`src/rtl/qpipe_defines.vh`:
```
// constants for the quad phase fetch/execute pipeline
// assumes inclusion by bare name from design files under rtl/ and from the checker under verification/
`ifndef QPIPE_DEFINES_VH
`define QPIPE_DEFINES_VH
`define PC_W 11
`define IW_W 12
`define DA_W 7
`define DD_W 8
`define PH_W 2
`define PH_ONE 2'h0
`define PH_TWO 2'h1
`define PH_THREE 2'h2
`define PH_FOUR 2'h3
`define PC_RESET 11'h7ff
`define IR_NOP 12'h000
`define PH_STEP 2'h1
`define PC_STEP 11'h001
`endif

```
`src/rtl/sync2.v`:
```
// two flip-flop level synchroniser
// assumes the input may change at any time relative to clk_sys
`timescale 1ns/1ps
module sync2 (
  input wire clk_sys, // system clock
  input wire resetn, // asynchronous reset, active low
  input wire rst_val, // value taken under reset
  input wire async_in, // asynchronous level
  output wire sync_out // synchronised level
);
  reg meta_q;
  reg sync_q;
  always @(posedge clk_sys or negedge resetn) begin
    if (!resetn) begin
      meta_q <= 1'b0;
      sync_q <= 1'b0;
    end else begin
      meta_q <= async_in;
      sync_q <= meta_q;
    end
  end
  // rst_val selects polarity at the output so the flops reset to constants
  assign sync_out = sync_q ^ rst_val;
endmodule // sync2

```
`src/rtl/quad_phase_fetch_execute_pipeline.v`:
```
// quad phase clocking and two-stage fetch/execute pipeline control
// assumes clk_sys is the clock_in source; program memory answers combinationally
// assumes reset_n_pin and rc_mode are asynchronous pins; all other inputs come from clk_sys logic
`timescale 1ns/1ps
`include "qpipe_defines.vh"
module quad_phase_fetch_execute_pipeline (
  input wire clk_sys, // clock_in, 250 MHz
  input wire resetn, // asynchronous power-on reset, active low
  input wire reset_n_pin, // external reset pin, active low, asynchronous
  input wire rc_mode, // static mode strap, high selects rc oscillator mode
  output reg clock_out, // quarter-rate clock in rc mode, low otherwise
  output wire phase_one, // phase one strobe
  output wire phase_two, // phase two strobe
  output wire phase_three, // phase three strobe
  output wire phase_four, // phase four strobe
  output reg [`PC_W-1:0] prog_addr, // program memory address
  input wire [`IW_W-1:0] prog_data, // program memory word
  output reg [`IW_W-1:0] instr_word, // instruction register
  output reg instr_valid, // instruction register holds a real instruction
  output wire exec_active, // execute stage active in phases two to four
  output wire data_rd, // data memory operand read strobe
  output wire data_wr, // data memory destination write strobe
  input wire branch_req, // executing instruction redirects the program counter
  input wire [`PC_W-1:0] branch_target, // new program counter value
  input wire wr_req, // executing instruction writes a result
  output wire flush, // prefetched word discarded this cycle
  output wire in_reset // device held in reset
);
  // synchronised copies of the reset pin and the mode strap
  wire pin_rst_n;
  wire rc_sync;

  // phase generator state
  reg [`PH_W-1:0] phase_q;
  reg [`PH_W-1:0] phase_d;
  reg run_q;
  reg run_d;
  reg rc_q;
  reg rc_d;

  // fetch stage state
  reg [`PC_W-1:0] pc_q;
  reg [`PC_W-1:0] pc_d;
  reg [`PC_W-1:0] prog_addr_d;

  // execute stage and redirect state
  reg [`IW_W-1:0] instr_word_d;
  reg instr_valid_d;
  reg redirect_q;
  reg redirect_d;
  reg [`PC_W-1:0] target_q;
  reg [`PC_W-1:0] target_d;

  // quarter-rate clock pin
  reg clock_out_d;

  // decoded pipeline events
  wire fetch_start;
  wire fetch_end;
  wire branch_take;

  // the flops reset to the held level, so a pin that is low at power-up never lets the core run
  sync2 u_pin_sync (
    .clk_sys(clk_sys),
    .resetn(resetn),
    .rst_val(1'b0),
    .async_in(reset_n_pin),
    .sync_out(pin_rst_n)
  );

  // the strap is used only while the pin holds the core, so a change during a run has no effect
  sync2 u_mode_sync (
    .clk_sys(clk_sys),
    .resetn(resetn),
    .rst_val(1'b0),
    .async_in(rc_mode),
    .sync_out(rc_sync)
  );

  // held while the pin is low and for the one rest cycle after release
  assign in_reset = ~pin_rst_n | ~run_q;

  // phase counter next state; one wrap of the counter is one instruction cycle
  always @* begin
    phase_d = phase_q;
    run_d = run_q;
    rc_d = rc_q;
    if (!pin_rst_n) begin
      phase_d = `PH_ONE;
      run_d = 1'b0;
      rc_d = rc_sync;
    end else begin
      run_d = 1'b1;
      if (run_q) begin
        phase_d = phase_q + `PH_STEP;
      end
    end
  end

  // phase registers
  always @(posedge clk_sys or negedge resetn) begin
    if (!resetn) begin
      phase_q <= `PH_ONE;
      run_q <= 1'b0;
      rc_q <= 1'b0;
    end else begin
      phase_q <= phase_d;
      run_q <= run_d;
      rc_q <= rc_d;
    end
  end

  // one strobe per clock; all low while run_q is clear
  assign phase_one = run_q && (phase_q == `PH_ONE);
  assign phase_two = run_q && (phase_q == `PH_TWO);
  assign phase_three = run_q && (phase_q == `PH_THREE);
  assign phase_four = run_q && (phase_q == `PH_FOUR);

  // pipeline events shared by the fetch and execute stages
  assign fetch_start = phase_one;
  assign fetch_end = phase_four;
  assign branch_take = instr_valid && branch_req && phase_three;

  // execute stage works on instr_word while the next fetch proceeds
  // data strobes only for a real instruction, never for the start-up or flushed no-op
  assign exec_active = instr_valid && !phase_one;
  assign data_rd = instr_valid && phase_two;
  assign data_wr = instr_valid && phase_four && wr_req;
  assign flush = fetch_end && redirect_q;

  // pc, fetch address and instruction register next state
  always @* begin
    pc_d = pc_q;
    prog_addr_d = prog_addr;
    instr_word_d = instr_word;
    instr_valid_d = instr_valid;
    redirect_d = redirect_q;
    target_d = target_q;
    // held: the first running cycle then fetches with a no-op in the register
    if (in_reset) begin
      pc_d = `PC_RESET;
      prog_addr_d = `PC_RESET;
      instr_word_d = `IR_NOP;
      instr_valid_d = 1'b0;
      redirect_d = 1'b0;
      target_d = `PC_RESET;
    end else begin
      // phase_one loads the fetch address and steps the counter
      if (fetch_start) begin
        prog_addr_d = pc_q; // fetch address for this cycle
        pc_d = pc_q + `PC_STEP;
      end
      // target taken in phase_three and applied at the end of phase_four
      if (branch_take) begin
        redirect_d = 1'b1;
        target_d = branch_target;
      end
      // a pending redirect drops the prefetched word instead of latching it
      if (fetch_end) begin
        redirect_d = 1'b0;
        if (redirect_q) begin
          pc_d = target_q;
          instr_word_d = `IR_NOP;
          instr_valid_d = 1'b0;
        end else begin
          instr_word_d = prog_data;
          instr_valid_d = 1'b1;
        end
      end
    end
  end

  // pipeline registers
  always @(posedge clk_sys or negedge resetn) begin
    if (!resetn) begin
      pc_q <= `PC_RESET;
      prog_addr <= `PC_RESET;
      instr_word <= `IR_NOP;
      instr_valid <= 1'b0;
      redirect_q <= 1'b0;
      target_q <= `PC_RESET;
    end else begin
      pc_q <= pc_d;
      prog_addr <= prog_addr_d;
      instr_word <= instr_word_d;
      instr_valid <= instr_valid_d;
      redirect_q <= redirect_d;
      target_q <= target_d;
    end
  end

  // clock_out follows the phase about to be entered, so it is high in phase_one and phase_two
  // low whenever rc mode is off or run_q is clear
  always @* begin
    clock_out_d = 1'b0;
    if (rc_q && run_d) begin
      if (phase_d == `PH_ONE || phase_d == `PH_TWO) begin
        clock_out_d = 1'b1;
      end
    end
  end

  // registered so the pin carries no decode glitches
  always @(posedge clk_sys or negedge resetn) begin
    if (!resetn) begin
      clock_out <= 1'b0;
    end else begin
      clock_out <= clock_out_d;
    end
  end
endmodule // quad_phase_fetch_execute_pipeline

```
`config.mk`:
```
export PLATFORM = sky130hd
export DESIGN_NAME = quad_phase_fetch_execute_pipeline
export DESIGN_NICKNAME = d
export VERILOG_FILES = /design/src/rtl/sync2.v /design/src/rtl/quad_phase_fetch_execute_pipeline.v
export VERILOG_INCLUDE_DIRS = /design/src /design/src/rtl
export SDC_FILE = /design/constraint.sdc
export NUM_CORES = 1
export LEC_CHECK = 0
export BUFFER_PORTS_ARGS = -buffer_cell sky130_fd_sc_hd__clkbuf_2
export CORE_MARGIN = 3
export CORE_UTILIZATION = 45
export CTS_BUF_LIST = sky130_fd_sc_hd__clkbuf_4 sky130_fd_sc_hd__clkbuf_8 sky130_fd_sc_hd__clkbuf_16
export CTS_CLUSTER_DIAMETER = 30
export CTS_CLUSTER_SIZE = 20
export DETAILED_ROUTE_END_ITERATION = 7
export PLACE_DENSITY = 0.69
export SLEW_MARGIN = 20
export SYNTH_ARGS = -nofsm -noshare
export SYNTH_HDL_FRONTEND = slang
export SYNTH_SLANG_ARGS = --single-unit
```
`constraint.sdc`:
```
create_clock -name clk_sys -period 1.8 [get_ports clk_sys]
set_input_delay 0.09 -clock clk_sys [delete_from_list [all_inputs] [get_ports clk_sys]]
set_output_delay 0.09 -clock clk_sys [all_outputs]
set_load 0.005 [all_outputs]
```
# Word-level counts from Yosys, hierarchy flattened

Index checks and enable logic that the tools add are counted.

Add/subtract/negate cells: 2
Eq/ne operators: 4
Multiplexer cells: 22
Bitwise gates (word level): 3
Reductions and logical operators: 20

Operator list:

| cell                                           | count |
|---|---|
| 2-to-1 mux 11 bit                              | 8 |
| 2-to-1 mux 12 bit                              | 3 |
| logical AND 1 bit                              | 12 |
| adder 11 x 1 -> 11 bit (second input constant) | 1 |
| 2-to-1 mux 1 bit                               | 9 |
| nonzero test 2 bit                             | 3 |
| == test 2 x 1 -> 1 bit (second input constant) | 2 |
| == test 2 bit (second input constant)          | 2 |
| zero test 2 bit                                | 2 |
| 2-to-1 mux 2 bit                               | 2 |
| nonzero test 3 bit                             | 1 |
| adder 2 x 1 -> 2 bit (second input constant)   | 1 |
| inverter 1 bit                                 | 2 |
| zero test 1 bit                                | 1 |
| logical OR 1 bit                               | 1 |
| OR 1 bit                                       | 1 |

Flip-flop bits (word level): 56
Input port bits: 29
Output and inout bits: 34
Word-level logic and storage cells: 65

# Depth between registers and ports, before layout

Gate-level depths: netlist of run 1.

Word-level depth: 7
Depth in mapped cells: 7

# Cells and area by module

A second synthesis of run 1 with hierarchy kept.

Cells, all modules: 225
Area, all modules: 2,514.9 um^2

Modules (own cells, without submodules):

| module                            | instances | cells an instance | area each (um^2) | seq. area each (um^2) |
|---|---|---|---|---|
| quad_phase_fetch_execute_pipeline | 1         | 219               | 2,397.3          | 1,342.5 |
| sync2                             | 2         | 3                 | 58.8             | 50.0 |

# Worst setup path before layout of run 1

No wires, ideal clock.

Path type: register to register
From: reg phase_q[0]
To: reg pc_q[3]
Setup time: 0.089 ns
Arrival: 1.443 ns
Data required time: 1.711 ns
Setup slack: 0.268 ns
Stages on the path, launching flop included: 8
Buffers on the path: 1
Clock period less this slack: 1.532 ns
Cells stage by stage: dfrtp_1 > ha_1 > and2_1 > buf_2 > nand2_2 > inv_1 > nor2_2 > a21oi_1

Elaborated cells on any way between the ends: 8
Classes of those cells: 1 x eq/ne; 4 x mux; 3 x reduce/logical

RTL lines:

| item                           | RTL line                                | RTL |
|---|---|---|
| start: declaration             | quad_phase_fetch_execute_pipeline.v:34  | `` reg [`PH_W-1:0] phase_q; `` |
| start signal: assignment       | quad_phase_fetch_execute_pipeline.v:103 | `` phase_q <= `PH_ONE; `` |
| start signal: assignment       | quad_phase_fetch_execute_pipeline.v:107 | `phase_q <= phase_d;` |
| == test 2 bit (no source line) | n/a                                     |  |
| logical AND 1 bit              | quad_phase_fetch_execute_pipeline.v:117 | `` assign phase_four = run_q && (phase_q == `PH_FOUR); `` |
| via phase_four                 | quad_phase_fetch_execute_pipeline.v:15  | `output wire phase_four,` |
| 2-to-1 mux 11 bit              | quad_phase_fetch_execute_pipeline.v:159 | `if (fetch_end) begin` |
| 2-to-1 mux 11 bit              | quad_phase_fetch_execute_pipeline.v:140 | `if (in_reset) begin` |
| via pc_d[3]                    | quad_phase_fetch_execute_pipeline.v:43  | `` reg [`PC_W-1:0] pc_d; `` |
| end signal: assignment         | quad_phase_fetch_execute_pipeline.v:176 | `` pc_q <= `PC_RESET; `` |
| end signal: assignment         | quad_phase_fetch_execute_pipeline.v:183 | `pc_q <= pc_d;` |
| end: declaration               | quad_phase_fetch_execute_pipeline.v:42  | `` reg [`PC_W-1:0] pc_q; `` |

The timed path passes the listed nets, and every way through them passes these cells.
A chain may end at the register's enable or synchronous reset.

# Worst setup path in the final report of run 1

From: reg phase_q[0]
To: out flush

Longest elaborated chain between the ends: 3

RTL lines:

| item                           | RTL line                                | RTL |
|---|---|---|
| == test 2 bit (no source line) | n/a                                     |  |
| logical AND 1 bit              | quad_phase_fetch_execute_pipeline.v:117 |  |
| logical AND 1 bit              | quad_phase_fetch_execute_pipeline.v:129 | `assign flush = fetch_end && redirect_q;` |
| end: declaration               | quad_phase_fetch_execute_pipeline.v:26  | `output wire flush,` |

No other way between the ends.

==> qor.csv, run 1 <==
metric,value,unit
status,completed,
Wirelength per Cell,14.0,um
Leakage,1.59,nW
Antenna diodes,0,
worst reg2reg endpoint,instr_word[10],
hold path depth,2,
Die Area,6410,um^2
post-route ant nets,0,
worst hold path class,input port to flop,
TritonCTS Sinks,56,
cell count after synthesis,222,
final WL,5370,um
CTS tree,done,
"EDFF count, synth",0,
"most common cell after layout, fill and taps aside",clkbuf_2,
worst-path cell chain,ha_2 > and2_1 > buf_4 > nand2_4 > inv_2 > clkbuf_2,
MaxCap Viol Count,0,
worst slew pin tran,0.542,ns
Final Cell Area,3230,um^2
CP Capture Type,output pin,
largest net degree at the start of global routing,27,
sequential-to-total area share from yosys stat,0.585,
DRT iter0 DRCs,119,
Initial Util,0.474,
vias in the first global route,1952,
number of synthesized register bits,56,
post-layout utilization of the core,0.620,
syn nets,256,
Worst path slowest cell,dfrtp_1,
gpl congestion,0.729,
Worst Path Arrival,1.64,ns
PortBufs,62,
share of cells above drive strength 1,0.387,
die width,80.0,um
Die H,80.0,um
Fin Clk Skew,0.0115,ns
row count,26,
Hold Path Origin,prog_data[9],
Final nets,346,
Reg2Reg Setup Slack,0.14,ns
drt first pass iters,4,
worst-case reg-to-reg path depth,5,
clock-pin transition on the worst setup and hold timing paths,0.10,ns
fmax,580,MHz
core region area,5200,um^2
FILL cells,459,
Hold EP,instr_word[9],
H-tree depth,2,
CP Max Fanout,8,
Routed met1 length,2290,um
GR Util All Layers,0.186,
most frequent cells in the layout,"clkbuf_2, nand2_1, dfstp_2",
DR vias/cell,5.00,
Reg-to-Reg Start,phase_q[0],
# setup viols final,0,
Yosys warning count,0,
Async SR Flop Fraction,1.00,
GRT Residual Overflow,0,
CP startpoint kind,flop,
Syn Area/Cell,11.1,um^2
Rel. slew slack,0.638,
final setup TNS,0,ns
clk root buf,clkbuf_8,
met3 wire length,367,um
CP max stage delay,0.43,ns
Tmin final,1.73,ns
detailed placement HPWL,3710,um
final worst path period share,0.959,
met2 WL,2650,um
synthesized area,2470,um^2
Max Used Layer,met4,
Synth Flop Type,dfstp_2,
IO Pins,63,
final hold violation count,0,
crit path kind,flop to output pin,
Area Overhead vs Synth,30.9,%
PwrDens,798,nW/um^2
first-pass GRT wire length,9200,um
TritonCTS Buffers,5,
Pwr Total,2.58,mW
DR DRC count,0,
max-slew violations,0,
initial antenna violation count,0,
Yosys cell types,35,
Placed Instance Area,2850,um^2
Max IR drop VDD,0.571,mV
CP Data Required Time,1.71,ns
clk_lat worst skew,0.31,ns
Buf/Inv on CP,3,
via count,1916,
clock buffer depth,2,
family with the most delay on the worst path,flip-flops,
metal layers:
metal / global-route usage / up-vias
li1: - / 935
met3: 0.0451 / 7
met2: 0.310 / 65
met4: 0.0608 / 0
met5: 0 / -
met1: 0.237 / 909
logic make-up (layout without fill, tap and decap cells):
kind of cell | count (synthesis) | count (layout) | synth area share
and+or+nand+nor | 95 | 95 | 0.192
buffers and inverters | 16 | 107 | 0.0335
xor gates and xnor gates | 8 | 8 | 0.0284
adders and majority gates | 5 | 5 | 0.0254
AOI/OAI and AO/OA | 30 | 30 | 0.0867
muxes | 12 | 12 | 0.0492
DFF | 56 | 56 | 0.585
report_power, final:
part           leakage (nW)  internal (mW)  total [mW]  switching (mW)
sequential            0.652           1.31        1.35          0.0357
combinational         0.879          0.178       0.359           0.181
clock                0.0614          0.456       0.867           0.412
how the worst max path moves through the flow:
stage                     startpoint             to  slack [ns]  cells past startpoint
final                     phase_q[0]          flush        0.07                      6
after global routing      phase_q[0]          flush       -0.02                      6
after CTS                 phase_q[0]          flush        0.05                      6
after detailed placement  phase_q[0]  instr_word[0]       -0.07                      5
after global placement    phase_q[0]  instr_word[5]        0.06                      5
after floorplan           phase_q[0]        pc_q[3]        0.27                      7
worst register-to-register path: cells and delay by family, from the launching register on:
kind	cells	cell delay, ns
fa+ha+maj	1	0.24
simple gates	3	0.69
flops	1	0.43
compound gates	1	0.25
repair_timing:
item,CTS,global route
buffers inserted,0,1
endpoints found under the hold margin,32,1
resized for setup,3,1
endpoints found under the setup margin,13,1
hold buffers,23,1
cell usage after synthesis, drive strengths merged, types with 2 or more instances:
| cell type | number | share of area |
|---|---|---|
| dfstp | 33 | 0.35 |
| buf | 9 | 0.023 |
| a22o | 12 | 0.043 |
| and2 | 6 | 0.015 |
| and3 | 5 | 0.013 |
| nand3 | 18 | 0.037 |
| o21ai | 5 | 0.010 |
| nand2 | 39 | 0.060 |
| inv | 6 | 0.0091 |
| xnor2 | 6 | 0.021 |
| dfrtp | 23 | 0.23 |
| xor2 | 2 | 0.0071 |
| nor2 | 13 | 0.024 |
| ha | 5 | 0.025 |
| o21a | 2 | 0.0061 |
| nand4 | 3 | 0.014 |
| a21oi | 8 | 0.018 |
| nor3 | 8 | 0.016 |
| mux2i | 11 | 0.045 |
sequential cells by signal, summed over array words and instances (netlist names), 2 cells and up:
| signal | count |
|---|---|
| instr_word | 12 |
| pc_q | 11 |
| phase_q | 2 |
| prog_addr | 11 |
| target_q | 11 |
stage by stage:
step / hold WS (ns) / instances / setup WS, ns
global route: 0.0160 / 383 / -0.0219
floorplan: -0.206 / 222 / 0.268
global placement: 0.200 / 350 / 0.0594
CTS: 0.000899 / 381 / 0.0473
detailed placement: 0.200 / 350 / -0.0709
finish: 0.0161 / 383 / 0.0746
final cells by class:
class	count	area, um^2	share of cell area
Sequential cell	56	1440	0.447
Multi-Input combinational cell	150	952	0.295
Timing Repair Buffer	93	603	0.187
Tap cell	70	87.6	0.0271
Clock buffer	6	82.6	0.0256
Clock inverter	2	38.8	0.0120
Inverter	6	22.5	0.00697
Note: power is estimated with default switching activity, not from simulation.
==> run 2: changes to the inputs <==
- ABC_AREA: not set -> 1
==> run 2 against run 1 <==
  * Combinational power about the same
  * Maximum frequency up 1.9%
  * Total power up 0.35%
  * Clock-buffer cell count down 1
  * Sequential power up 3%
  * Die area up 4.7%
  * Synthesized area up 5.0%
  * Critical endpoint unchanged
  * Wire length up 13%
  * Clock power down 3.7%
  * Utilization down 3.3 points
  * Non-clock buffer count down 8
  * Critical path depth down 2
==> qor.csv, run 2 <==
metric,value,unit,change
status,completed,,
final hold violation count,0,,unchanged
most frequent cells in the layout,"nand2_1, clkbuf_2, nand3_1",,
clock-pin transition on the worst setup and hold timing paths,0.10,ns,about the same
CTS tree,done,,
RSZ-0062 raised after global routing,false,,
MaxCap Viol Count,0,,unchanged
number of synthesized register bits,56,,unchanged
DRT iter0 DRCs,108,,-9.2%
Internal,1.91,mW,-2.1%
Clk pwr share,0.323,,-0.014
Final nets,406,,+17%
gpl congestion,0.747,,+2.4%
Post-synth top cells,"nand2_1, nand3_1, dfstp_2, inv_1, o21ai_0",,
clock buffer depth,2,,unchanged
switching power,0.679,mW,+7.9%
switching part of the total,0.263,,+0.0185
Reg2Reg Setup Slack,0.24,ns,+0.10 ns
Async SR Flop Fraction,1.00,,unchanged
Max IR drop VDD,0.486,mV,-15%
syn nets,328,,+28%
Wirelength per Cell,13.7,um,-2.6%
largest area contributor in the netlist,dfstp_2,,
Worst Setup EP,flush,,
Syn Area/Cell,8.81,um^2,-21%
core region area,5540,um^2,+6.4%
synthesized area,2590,um^2,+5.0%
Top reg by flops,instr_word,,
Worst Path Arrival,1.60,ns,-0.04 ns
row count,27,,+3.8%
sequential-to-total area share from yosys stat,0.557,,-0.0279
"most common cell after layout, fill and taps aside",nand2_1,,
GR Util All Layers,0.198,,+0.0121
Antenna diodes,0,,unchanged
crit path kind,flop to output pin,,
PortBufs,62,,unchanged
Fin Clk Skew,0.00798,ns,-0.00357 ns
drt first pass iters,4,,unchanged
max reg flops,12,,unchanged
Comb power frac,0.139,,about the same
detailed placement HPWL,4240,um,+14%
PwrDens,794,nW/um^2,-0.46%
worst-case reg-to-reg path depth,5,,unchanged
synth top area cells,"dfstp_2, dfrtp_1, nand2_1",,
IO Pins,63,,unchanged
Rel. slew slack,0.673,,+0.0351
Flop pwr share,0.538,,+0.014
Post-Place Cells,421,,+20%
first-pass GRT wire length,10200,um,+11%
"EDFF count, synth",0,,unchanged
TritonCTS Buffers,5,,unchanged
Initial Util,0.468,,-0.00633
clk root buf,clkbuf_8,,
XOR/XNOR share of the synthesized area,0.00338,,-0.0250
worst reg2reg endpoint,target_q[0],,
final worst path period share,0.940,,-0.0181
max-slew violations,0,,unchanged
post-route ant nets,0,,unchanged
largest family of logic cells by synthesized area,simple AND/OR/NAND/NOR gates,,
fmax,591,MHz,+1.9%
Yosys cell types,26,,-26%
worst slew pin tran,0.488,ns,-0.0538 ns
crit path from,run_q,,
Area Overhead vs Synth,25.6,%,
cell with the most instances after synthesis,nand2_1,,
final WL,6080,um,+13%
Post CTS Setup Buffer Count,0,,unchanged
share of cells above drive strength 1,0.327,,-0.0595
TritonCTS Sinks,56,,unchanged
die width,81.9,um,+2.3%
CP Data Required Time,1.71,ns,about the same
CP Capture Type,output pin,,
Yosys warning count,0,,unchanged
Sequential Area,1440,um^2,unchanged
GRT Residual Overflow,0,,unchanged
cell count after synthesis,294,,+32%
H-tree depth,2,,unchanged
clk_lat worst skew,0.31,ns,about the same
Die Area,6710,um^2,+4.7%
FILL cells,525,,+14%
DR vias/cell,4.93,,-1.5%
worst hold path class,input port to flop,,
vias in the first global route,2281,,+17%
final setup TNS,0,ns,unchanged
Reg-to-Reg Start,run_q,,
largest net degree at the start of global routing,57,,+110%
initial antenna violation count,0,,unchanged
DR DRC count,0,,unchanged
Synth Area in Simple Gates,0.221,,+0.0285
Die H,81.9,um,+2.3%
area share of the largest cell type after synthesis,0.335,,-0.0168
Tmin final,1.69,ns,-0.0325 ns
via count,2193,,+14%
compound-gate portion of the synthesized area,0.116,,+0.0292
Non-Filler Instances,445,,+16%
area of the multi-input gates,948,um^2,-0.39%
post-synthesis adder-cell area fraction,0.0241,,-0.00121
# setup viols final,0,,unchanged
Leakage,1.67,nW,+5.0%
CP startpoint kind,flop,,
CP Max Fanout,16,,+8
mux contribution to synthesized area,0,,-0.0492
Synth Flop Type,dfstp_2,,
[run 2: timing repair]
action                     4_1_cts  5_1_grt
resized for setup                0        1
hold buffers                    16        0
setup endpoints to repair        0        1
hold endpoints to repair        38        0
[run 2: power groups by stage]
stage / clock [mW] / sequential (mW) / combinational, mW
after CTS: 0.849 / 1.39 / 0.364
after global routing: 0.910 / 1.40 / 0.418
after detailed placement: 0 / 1.41 / 0.335
final: 0.835 / 1.39 / 0.360
after global placement: 0 / 1.41 / 0.325
after floorplan: 0 / 1.40 / 0.216
[run 2: critical path: stages (launching register included)]
cell and delay, ns:
dfrtp_1 0.61, nand2_4 0.21, nor2_2 0.14, buf_4 0.19, clkbuf_2 0.13
[run 2: how the worst min path moves through the flow]
stage / start / to / slack, ns / depth (start not counted)
floorplan: resetn / clock_out / -0.21 / 0
detailed placement: resetn / clock_out / 0.12 / 2
global placement: resetn / clock_out / 0.12 / 2
finish: prog_data[0] / instr_word[0] / 0.005 / 3
CTS: branch_target[9] / target_q[9] / 0.001 / 3
global route: branch_target[9] / target_q[9] / 0.0004 / 3
[run 2: metrics by stage]
step / utilization / total power, mW / setup slack (ns) / cell area [um^2] / hold slack (ns)
3_5_place_dp: 0.538 / 1.75 / 0.220 / 2980 / 0.116
4_1_cts: 0.587 / 2.60 / 0.0422 / 3250 / 0.00126
2_1_floorplan: - / 1.61 / 0.453 / 2590 / -0.206
3_3_place_gp: 0.538 / 1.73 / 0.280 / 2980 / 0.119
5_1_grt: 0.588 / 2.73 / 0.00384 / 3260 / 0.000438
6_report: 0.588 / 2.59 / 0.107 / 3260 / 0.00530
[run 2: kinds of logic after synthesis]
group,after synthesis
and+or+nand+nor,126
xor gates and xnor gates,1
buffers and inverters,47
AOI/OAI and AO/OA,59
DFF,56
adders and majority gates,5
[run 2: metal layers]
| metal | GRT usage | vias up | wire (um) |
|---|---|---|---|
| met1 | 0.250 | 1018 | 2680 |
| li1 | - | 1109 | - |
| met4 | 0.0532 | 0 | 65 |
| met3 | 0.0493 | 6 | 348 |
| met5 | 0 | - | 0 |
| met2 | 0.338 | 60 | 2990 |
[run 2: final cells by class]
type,instances,share of cell area
multi-input combinational,191,0.291
inverter,33,0.0392
sequential,56,0.443
timing repair buffer,85,0.164
clock buffer,5,0.0211
tap,72,0.0277
clock inverter,3,0.0131
